**src/hw/nio_regs.vh**
```
// Purpose: Register map, field positions and reset values of the nibble port block.
// Assumes: Avalon-MM slave with 32-bit data, word aligned byte addresses.
// Notes: Definitions only.
`ifndef NIO_REGS_VH
`define NIO_REGS_VH
`define NIO_ADDR_W 6
`define NIO_OFF_DIR_A 6'h00
`define NIO_OFF_LAT_A 6'h04
`define NIO_OFF_PIN_A 6'h08
`define NIO_OFF_SER_A 6'h0c
`define NIO_OFF_DIR_B 6'h10
`define NIO_OFF_LAT_B 6'h14
`define NIO_OFF_PIN_B 6'h18
`define NIO_OFF_DIR_C 6'h20
`define NIO_OFF_LAT_C 6'h24
`define NIO_OFF_PIN_C 6'h28
`define NIO_OFF_STAT 6'h30
`define NIO_DIR_PULL_BIT 4
`define NIO_SER_DATA_LSB 0
`define NIO_SER_CONST_BIT 2
`define NIO_SER_EN_BIT 3
`define NIO_DIR_RESET 4'h0
`define NIO_LAT_RESET 4'h0
`define NIO_PULSE_CYCLES 8'h02
`define NIO_UNMAPPED_DATA 32'h0000_0000
`endif

```
**src/hw/nio_port_bit.v**
```verilog
// Purpose: One port bit: direction, output latch, pin drive and read-back.
// Assumes: Synchronised pin level arrives on pinSync.
// Notes: A masked-off bit neither drives nor reads.
`timescale 1ns/100ps
module nio_port_bit (
  input wire ioEnable,
  input wire dirOut,
  input wire latchVal,
  input wire pinSync,
  output wire padOut,
  output wire padOeN,
  output wire readVal
);
  // Only an enabled output bit drives; reads follow the latch for outputs.
  assign padOut = latchVal;
  assign padOeN = ~(ioEnable & dirOut);
  assign readVal = ioEnable & (dirOut ? latchVal : pinSync);
endmodule // nio_port_bit

```
**src/hw/nio_ports.v**
```verilog
// Purpose: Three 4-bit general purpose ports with direction, latch,
//   pull-low control, low-level hold on the third port and a pseudo
//   serial output mode on the first port.
// Assumes: Avalon-MM slave on ref_clk, synchronous active-high reset.
// Notes: Mask options are parameters; pins are split into in, out, oe_n.
//   Unused byte lanes are ignored; a serial write during a strobe gives no new strobe.
`timescale 1ns/100ps
`include "nio_regs.vh"
module nio_ports #(
  parameter [3:0] IO_MASK_A = 4'hf,
  parameter [3:0] IO_MASK_B = 4'hf,
  parameter [3:0] IO_MASK_C = 4'hf,
  parameter PULL_OPT_A = 1,
  parameter PULL_OPT_B = 1,
  parameter PULL_OPT_C = 1,
  parameter HOLD_OPT_C = 1
) (
  input wire ref_clk,
  input wire rst,
  input wire clkEn,
  input wire [5:0] avs_address,
  input wire avs_read,
  input wire avs_write,
  input wire [31:0] avs_writedata,
  input wire [3:0] avs_byteenable,
  output reg [31:0] avs_readdata,
  output wire avs_waitrequest,
  input wire [3:0] portAIn,
  output wire [3:0] portAOut,
  output wire [3:0] portAOeN,
  output wire [3:0] portAPullEn,
  input wire [3:0] portBIn,
  output wire [3:0] portBOut,
  output wire [3:0] portBOeN,
  output wire [3:0] portBPullEn,
  input wire [3:0] portCIn,
  output wire [3:0] portCOut,
  output wire [3:0] portCOeN,
  output wire [3:0] portCPullEn,
  output wire [3:0] portCHoldEn
);
  // Serial strobe sequencer. GAP holds the pulse back one cycle so that the
  // data and constant bits are already steady when bit three rises.
  localparam SER_IDLE = 2'b00;
  localparam SER_PULSE = 2'b01;
  localparam SER_GAP = 2'b10;

  // Architectural state; all of it freezes while clkEn is low.
  reg [3:0] dirA_reg;
  reg [3:0] dirB_reg;
  reg [3:0] dirC_reg;
  reg [3:0] latA_reg;
  reg [3:0] latB_reg;
  reg [3:0] latC_reg;
  reg pullA_reg;
  reg pullB_reg;
  reg pullC_reg;
  reg serEn_reg;
  reg serConst_reg;
  reg [1:0] serData_reg;
  reg [1:0] serState_reg;
  reg [1:0] serState_next;
  reg [7:0] serCnt_reg;
  reg [7:0] serCnt_next;
  reg serPulse_reg;
  reg respDone_reg;
  // Synchronised pins, per-bit read values and bus qualifiers.
  wire [3:0] pinASync;
  wire [3:0] pinBSync;
  wire [3:0] pinCSync;
  wire [3:0] readA;
  wire [3:0] readB;
  wire [3:0] readC;
  wire [3:0] driveA;
  wire [3:0] maskA;
  wire [3:0] maskB;
  wire [3:0] maskC;
  wire busReq;
  wire busWr;
  wire lowLane;
  wire [3:0] wrNib;

  // Mask options fold in as constants; a cleared bit is not a port bit at all.
  assign maskA = IO_MASK_A;
  assign maskB = IO_MASK_B;
  assign maskC = IO_MASK_C;

  // Pins come from outside the clock domain and are synchronised first.
  // Pin reads therefore lag the pins by two cycles.
  nio_sync #(.WIDTH(4)) uSyncA (
    .ref_clk(ref_clk),
    .rst(rst),
    .clkEn(clkEn),
    .asyncIn(portAIn),
    .syncOut(pinASync)
  );
  nio_sync #(.WIDTH(4)) uSyncB (
    .ref_clk(ref_clk),
    .rst(rst),
    .clkEn(clkEn),
    .asyncIn(portBIn),
    .syncOut(pinBSync)
  );
  nio_sync #(.WIDTH(4)) uSyncC (
    .ref_clk(ref_clk),
    .rst(rst),
    .clkEn(clkEn),
    .asyncIn(portCIn),
    .syncOut(pinCSync)
  );

  // Every access takes one wait cycle, then completes on the next edge.
  // While clkEn is low the bus stalls with waitrequest high, so a master never
  // sees an answer that the frozen registers did not take.
  assign busReq = avs_read | avs_write;
  assign avs_waitrequest = busReq & (~respDone_reg | ~clkEn);
  assign busWr = avs_write & respDone_reg & clkEn;
  assign lowLane = avs_byteenable[0];
  assign wrNib = avs_writedata[3:0];

  // Marks the answer cycle of an access and drops again as it completes, so
  // back-to-back requests cost two cycles each.
  always @(posedge ref_clk) begin
    if (rst) begin
      respDone_reg <= 1'b0;
    end else if (clkEn) begin
      respDone_reg <= busReq & ~respDone_reg;
    end
  end

  // Direction and pull control; reset leaves all ports as inputs.
  // Pull control is one bit per port and only ever acts on input bits.
  // Writes with byte lane zero off are refused, since the nibble lives there.
  always @(posedge ref_clk) begin
    if (rst) begin
      dirA_reg <= `NIO_DIR_RESET;
      dirB_reg <= `NIO_DIR_RESET;
      dirC_reg <= `NIO_DIR_RESET;
      pullA_reg <= 1'b1;
      pullB_reg <= 1'b1;
      pullC_reg <= 1'b1;
    end else if (busWr && lowLane) begin
      if (avs_address == `NIO_OFF_DIR_A) begin
        dirA_reg <= wrNib;
        pullA_reg <= avs_writedata[`NIO_DIR_PULL_BIT];
      end else if (avs_address == `NIO_OFF_DIR_B) begin
        dirB_reg <= wrNib;
        pullB_reg <= avs_writedata[`NIO_DIR_PULL_BIT];
      end else if (avs_address == `NIO_OFF_DIR_C) begin
        dirC_reg <= wrNib;
        pullC_reg <= avs_writedata[`NIO_DIR_PULL_BIT];
      end
    end
  end

  // Output latches. They may be written while a bit is still an input, which is
  // how software preloads a value before turning the pin round without a glitch.
  always @(posedge ref_clk) begin
    if (rst) begin
      latA_reg <= `NIO_LAT_RESET;
      latB_reg <= `NIO_LAT_RESET;
      latC_reg <= `NIO_LAT_RESET;
    end else if (busWr && lowLane) begin
      if (avs_address == `NIO_OFF_LAT_A) begin
        latA_reg <= wrNib;
      end else if (avs_address == `NIO_OFF_LAT_B) begin
        latB_reg <= wrNib;
      end else if (avs_address == `NIO_OFF_LAT_C) begin
        latC_reg <= wrNib;
      end
    end
  end

  // Serial mode register: data bits, constant bit and enable.
  // Writing with the enable bit clear leaves serial mode; the latch shows again.
  always @(posedge ref_clk) begin
    if (rst) begin
      serEn_reg <= 1'b0;
      serConst_reg <= 1'b0;
      serData_reg <= 2'b00;
    end else if (busWr && lowLane && avs_address == `NIO_OFF_SER_A) begin
      serData_reg <= avs_writedata[`NIO_SER_DATA_LSB+1:`NIO_SER_DATA_LSB];
      serConst_reg <= avs_writedata[`NIO_SER_CONST_BIT];
      serEn_reg <= avs_writedata[`NIO_SER_EN_BIT];
    end
  end

  // Each serial write with the enable bit set fires one bit-three pulse of fixed width,
  // so a receiver can clock bits 0..2 on its rising edge.
  // A write that lands while a strobe runs starts no new one, so serial writes
  // must be spaced at least four cycles apart.
  always @* begin
    serState_next = serState_reg;
    serCnt_next = serCnt_reg;
    case (serState_reg)
      SER_IDLE: begin
        if (busWr && lowLane && avs_address == `NIO_OFF_SER_A &&
            avs_writedata[`NIO_SER_EN_BIT]) begin
          serState_next = SER_GAP;
          serCnt_next = `NIO_PULSE_CYCLES;
        end
      end
      SER_GAP: begin
        serState_next = SER_PULSE; // Data settles one cycle before the pulse.
        serCnt_next = `NIO_PULSE_CYCLES;
      end
      SER_PULSE: begin
        if (serCnt_reg == 8'h01) begin
          serState_next = SER_IDLE;
          serCnt_next = 8'h00;
        end else begin
          serCnt_next = serCnt_reg - 8'h01;
        end
      end
      default: begin
        // Unused code: fall back to idle.
        serState_next = SER_IDLE;
        serCnt_next = 8'h00;
      end
    endcase
  end

  // Sequencer registers; the strobe is registered so bit three never glitches.
  always @(posedge ref_clk) begin
    if (rst) begin
      serState_reg <= SER_IDLE;
      serCnt_reg <= 8'h00;
      serPulse_reg <= 1'b0;
    end else if (clkEn) begin
      serState_reg <= serState_next;
      serCnt_reg <= serCnt_next;
      serPulse_reg <= (serState_next == SER_PULSE);
    end
  end

  // In serial mode the first port shows data, constant and pulse.
  // Outside it the latch drives, so leaving serial mode restores the last write.
  assign driveA = serEn_reg ? {serPulse_reg, serConst_reg, serData_reg} : latA_reg;

  // Per-bit port logic for all three ports, bit i is pin i+1.
  genvar i;
  generate
    // One shared bit cell keeps the three ports from drifting apart.
    for (i = 0; i < 4; i = i + 1) begin : gBit
      nio_port_bit uA (
        .ioEnable(maskA[i]),
        .dirOut(dirA_reg[i]),
        .latchVal(driveA[i]),
        .pinSync(pinASync[i]),
        .padOut(portAOut[i]),
        .padOeN(portAOeN[i]),
        .readVal(readA[i])
      );
      nio_port_bit uB (
        .ioEnable(maskB[i]),
        .dirOut(dirB_reg[i]),
        .latchVal(latB_reg[i]),
        .pinSync(pinBSync[i]),
        .padOut(portBOut[i]),
        .padOeN(portBOeN[i]),
        .readVal(readB[i])
      );
      nio_port_bit uC (
        .ioEnable(maskC[i]),
        .dirOut(dirC_reg[i]),
        .latchVal(latC_reg[i]),
        .pinSync(pinCSync[i]),
        .padOut(portCOut[i]),
        .padOeN(portCOeN[i]),
        .readVal(readC[i])
      );
      // Pull devices only on input bits of enabled, optioned pins.
      // An output never carries a sink, which would fight the driven level.
      assign portAPullEn[i] = (PULL_OPT_A != 0) & maskA[i] & pullA_reg & ~dirA_reg[i];
      assign portBPullEn[i] = (PULL_OPT_B != 0) & maskB[i] & pullB_reg & ~dirB_reg[i];
      assign portCPullEn[i] = (PULL_OPT_C != 0) & maskC[i] & pullC_reg & ~dirC_reg[i];
      // Hold needs the pull-low option too, and is off for outputs.
      // Hold and pull are exclusive by construction: one pull bit picks either.
      assign portCHoldEn[i] = (PULL_OPT_C != 0) & (HOLD_OPT_C != 0) & maskC[i] &
        ~pullC_reg & ~dirC_reg[i];
    end
  endgenerate

  // Read data is registered; unmapped addresses return zero.
  // It is captured in the waiting cycle and stands until the next read, so the
  // master finds it steady at the edge where waitrequest is low.
  always @(posedge ref_clk) begin
    if (rst) begin
      avs_readdata <= `NIO_UNMAPPED_DATA;
    end else if (clkEn && avs_read && !respDone_reg) begin
      if (avs_address == `NIO_OFF_DIR_A) begin
        avs_readdata <= {27'h0, pullA_reg, dirA_reg};
      end else if (avs_address == `NIO_OFF_LAT_A) begin
        avs_readdata <= {28'h0, latA_reg};
      end else if (avs_address == `NIO_OFF_PIN_A) begin
        avs_readdata <= {28'h0, readA};
      end else if (avs_address == `NIO_OFF_SER_A) begin
        avs_readdata <= {28'h0, serEn_reg, serConst_reg, serData_reg};
      end else if (avs_address == `NIO_OFF_DIR_B) begin
        avs_readdata <= {27'h0, pullB_reg, dirB_reg};
      end else if (avs_address == `NIO_OFF_LAT_B) begin
        avs_readdata <= {28'h0, latB_reg};
      end else if (avs_address == `NIO_OFF_PIN_B) begin
        avs_readdata <= {28'h0, readB};
      end else if (avs_address == `NIO_OFF_DIR_C) begin
        avs_readdata <= {27'h0, pullC_reg, dirC_reg};
      end else if (avs_address == `NIO_OFF_LAT_C) begin
        avs_readdata <= {28'h0, latC_reg};
      end else if (avs_address == `NIO_OFF_PIN_C) begin
        avs_readdata <= {28'h0, readC};
      end else if (avs_address == `NIO_OFF_STAT) begin
        avs_readdata <= {30'h0, serPulse_reg, serEn_reg};
      end else begin
        avs_readdata <= `NIO_UNMAPPED_DATA;
      end
    end
  end
endmodule // nio_ports

```
**src/hw/nio_sync.v**
```verilog
// Purpose: Two-flop synchroniser for a group of pin inputs.
// Assumes: Pins are asynchronous to ref_clk.
// Notes: The first stage feeds only the second stage.
`timescale 1ns/100ps
module nio_sync #(
  parameter WIDTH = 4
) (
  input wire ref_clk,
  input wire rst,
  input wire clkEn,
  input wire [WIDTH-1:0] asyncIn,
  output wire [WIDTH-1:0] syncOut
);
  reg [WIDTH-1:0] meta_reg;
  reg [WIDTH-1:0] sync_reg;

  // Two stages keep metastability away from the port logic.
  always @(posedge ref_clk) begin
    if (rst) begin
      meta_reg <= {WIDTH{1'b0}};
      sync_reg <= {WIDTH{1'b0}};
    end else if (clkEn) begin
      meta_reg <= asyncIn;
      sync_reg <= meta_reg;
    end
  end

  assign syncOut = sync_reg;
endmodule // nio_sync

```
**config.mk**
```make
export PLATFORM = sky130hd
export DESIGN_NAME = nio_ports
export DESIGN_NICKNAME = d
export VERILOG_FILES = /design/src/hw/nio_port_bit.v /design/src/hw/nio_ports.v /design/src/hw/nio_sync.v
export VERILOG_INCLUDE_DIRS = /design/src /design/src/hw
export SDC_FILE = /design/constraint.sdc
export NUM_CORES = 1
export LEC_CHECK = 0
export ABC_AREA = 0
export BUFFER_PORTS_ARGS = -buffer_cell sky130_fd_sc_hd__buf_2
export CORE_ASPECT_RATIO = 0.5
export CORE_UTILIZATION = 48
export CTS_BUF_LIST = sky130_fd_sc_hd__clkbuf_8
export CTS_CLUSTER_DIAMETER = 50
export DETAILED_ROUTE_END_ITERATION = 8
export GPL_ROUTABILITY_DRIVEN = 0
export GPL_TIMING_DRIVEN = 0
export PLACE_DENSITY = 0.79
export SKIP_LAST_GASP = 1
export SLEW_MARGIN = 30
export SYNTH_ARGS = -nofsm -noshare
export SYNTH_HDL_FRONTEND = slang
export SYNTH_SLANG_ARGS = --single-unit
```
**constraint.sdc**
```tcl
create_clock -name ref_clk -period 1.8 [get_ports ref_clk]
set_input_delay 0.09 -clock ref_clk [delete_from_list [all_inputs] [get_ports ref_clk]]
set_output_delay 0.09 -clock ref_clk [all_outputs]
set_load 0.05 [all_outputs]
```
==> flow_metrics.env <==
export IMPL_path_class="flip-flop to primary output"
export IMPL_critPathTopFamily="flip-flops"
export IMPL_antenna_found_initial=0
export IMPL_max_slew_worst_pin_slew_ps=903
export IMPL_max_freq_mhz=569
export IMPL_clockBufferDepth=2
export IMPL_grt_busiest_layer="met2"
export IMPL_first_pass_iters=5
export IMPL_cts_max_level=3
export IMPL_post_place_ws_ps=-328
export IMPL_synth_edf_count=0
export IMPL_clk_latency_ps=370
export IMPL_cts_clk_slew_worst_paths_ps=90
export IMPL_start_util_pct=50.3
export IMPL_synth_cell_types=58
export IMPL_cts_tree="built"
export IMPL_final_cells=734
export IMPL_intPower_mw=2.55
export IMPL_antenna_diode_count=0
export IMPL_fin_skew_ps=10.9
export IMPL_grt_pass1_wl_mm=16.5
export IMPL_drt_iter0_drc=396
export IMPL_wl_mm=10.7
export IMPL_slowest_stage="dfxtp_1"
export IMPL_ys_warn_count=0
export IMPL_start_kind="flip-flop"
export IMPL_postSynthCellCount=495
export IMPL_ys_flop_type="dfxtp_1"
export IMPL_ir_drop_v=0.000376
export IMPL_rsz0062_at_grt="true"
export IMPL_hold_class="primary input to flip-flop"
export IMPL_p_seq_share_pct=46.3
export IMPL_grtUsageMet3_pct=6.61
export IMPL_grt_use_total_pct=24.2
export IMPL_area_delta_synth_final_pct=24.5
export IMPL_fp_dieW_um=133
export IMPL_cts_root_buffer="clkbuf_8"
export IMPL_p_comb_share_pct=15.5
export IMPL_timing_hold_violations_final=0
export IMPL_wire_per_inst_um=14.6
export IMPL_synth_most_common_cell="nor2_1"
export IMPL_ys_seq_area_share_pct=35.2
export IMPL_pwr_share_clk_pct=38.2
export IMPL_cts_buffers=9
export IMPL_synth_commonest_cells="nor2_1 (81), dfxtp_1 (72), mux2i_1 (59)"
export IMPL_grt_met1_usage_pct=30.1
export IMPL_grt_max_degree=14
export IMPL_rows=23
export IMPL_nets=678
export IMPL_io_buffers=71
export IMPL_yosys_area_top_type_share_pct=35.2
export IMPL_drcViolationCount=0
export IMPL_yosys_area_top_type="dfxtp_1"
export IMPL_ys_ff_latch=72
export IMPL_fillers=723
export IMPL_crit_end="portAOut[1]"
export IMPL_num_io_pins=132
export IMPL_grt_pass1_vias=3357
export IMPL_dieArea_um2=8930
export IMPL_use_met2_pct=39.9
export IMPL_maxCapViolations=0
export IMPL_core_um2=8140
export IMPL_swShare_pct=29.4
export IMPL_vias_per_cell=5.20
export IMPL_crit_fanout=9
export IMPL_drv_slew=0
export IMPL_hold_ws_ps=81.2
export IMPL_path_buf_inv=2
export IMPL_synth_area_leaders="dfxtp_1 (35%), mux2i_1 (14%), buf_4 (9.3%)"
export IMPL_required_ps=1710
export IMPL_cts_sinks=72
export IMPL_period_share_pct=97.6
export IMPL_crit_path_end_kind="primary output"
export IMPL_rr_worst_depth=5
export IMPL_overflow=0
export IMPL_worstPathCellList="mux2_2 > buf_4 > buf_2"
export IMPL_r2r_end="avs_readdata[3]"
export IMPL_cp_startpoint="serEn_reg"
export IMPL_crit_arrival_ps=1670
export IMPL_rrSetupSlack_ps=100
export IMPL_vias=3817
export IMPL_largest_register_ffs=8
export IMPL_r2r_start="serEn_reg"
export IMPL_power_density_nw_per_um2=707
export IMPL_setup_ws_ps=43.1
export IMPL_final_util_pct=62.6
export IMPL_cp_depth=3
export IMPL_switchingPower_mw=1.06
export IMPL_syn_area_um2=4100
export IMPL_post_route_min_period_ps=1760
export IMPL_dp_hpwl_mm=7.77
export IMPL_synth_avg_cell_area_um2=8.27
export IMPL_status="finished clean"
export IMPL_power_mw=3.61
export IMPL_dp_cells=704
export IMPL_leakagePower_nw=2.16
export IMPL_drive_above_1_share_pct=27.3
export IMPL_fp_dieH_um=67.3
export IMPL_critPathMaxStageDelay_ps=560
export IMPL_finalSetupViolations=0
export IMPL_relSlewSlack_pct=39.0
export IMPL_antenna_left=0
export IMPL_synthArstFlopShare_pct=0
[cells in the final DEF, fill, tap and decap left out, types with 5 or more instances in the layout]
cell	n
nor2_1	78
buf_2	73
dfxtp_1	71
mux2i_1	59
buf_4	53
conb_1	27
a21oi_1	24
inv_1	23
nand2_1	23
o21ai_0	20
clkbuf_1	16
nor2b_1	14
dlygate4sd3_1	13
clkbuf_8	11
nand2b_1	10
nor3_1	10
a31oi_1	7
buf_1	6
nand3_1	6
mux2_2	5
or2_2	5
[worst min-delay path, cell delays in order]
cell     delay (ps)
buf_2           170
mux2i_1          90
nor2_1           70
[how the worst min path moves through the flow]
stage,from,end,slack (ps),cells past startpoint
finish,avs_writedata[0],dirC_reg[0],80,3
global route,avs_writedata[0],dirC_reg[0],90,3
CTS,avs_writedata[1],latB_reg[1],70,3
detailed placement,portCIn[1],uSyncC.meta_reg[1],330,3
global placement,portAIn[1],uSyncA.meta_reg[1],320,3
floorplan,avs_writedata[4],pullA_reg,220,2
[final cells by class]
class                           instances  area, um^2  share of cell area, %
Inverter                               23        86.3                   1.69
Buffer                                 76         487                   9.54
Multi-Input combinational cell        349        2230                   43.7
Sequential cell                        72        1440                   28.3
Timing Repair Buffer                   86         500                   9.81
Clock buffer                           11         151                   2.97
Clock inverter                          5        62.6                   1.23
Tap cell                              112         140                   2.75
[metrics by stage]
stage	area (um^2)	setup TNS, ps
floorplan	4190	0
global placement	4690	-6840
detailed placement	4690	-6520
CTS	5040	-4.03
global route	5100	0
finish	5100	0
[kinds of logic (layout without fill, tap and decap cells)]
kind of cell	Yosys count	count (layout)	share of synthesized area, %
other cells	1	27	0.0916
fa+ha+maj	2	2	0.611
flops	72	72	35.2
compound gates	77	77	12.1
simple gates	179	179	22.1
mux	64	64	15.8
buf+inv	100	201	14.1
[power by group through the flow]
stage	clock (mW)	sequential, mW	combinational (mW)
6_report	1.38	1.67	0.560
3_5_place_dp	0	1.70	0.516
3_3_place_gp	0	1.70	0.510
2_1_floorplan	0	1.70	0.393
4_1_cts	1.39	1.67	0.541
5_1_grt	1.44	1.67	0.599
[metal layers]
| metal | vias up | share of wire [%] |
|---|---|---|
| li1 | 1868 | - |
| met2 | 162 | 46 |
| met3 | 23 | 7.8 |
| met4 | 0 | 1.8 |
| met5 | - | 0 |
| met1 | 1764 | 45 |
[timing repair]
item,4_1_cts,5_1_grt
buffers inserted,0,2
hold buffers,13,0
hold endpoints to repair,15,0
pin swaps,0,1
endpoints found under the setup margin,24,29
resized for setup,4,7
cloned,0,0
(Power assumes the default switching activity.)
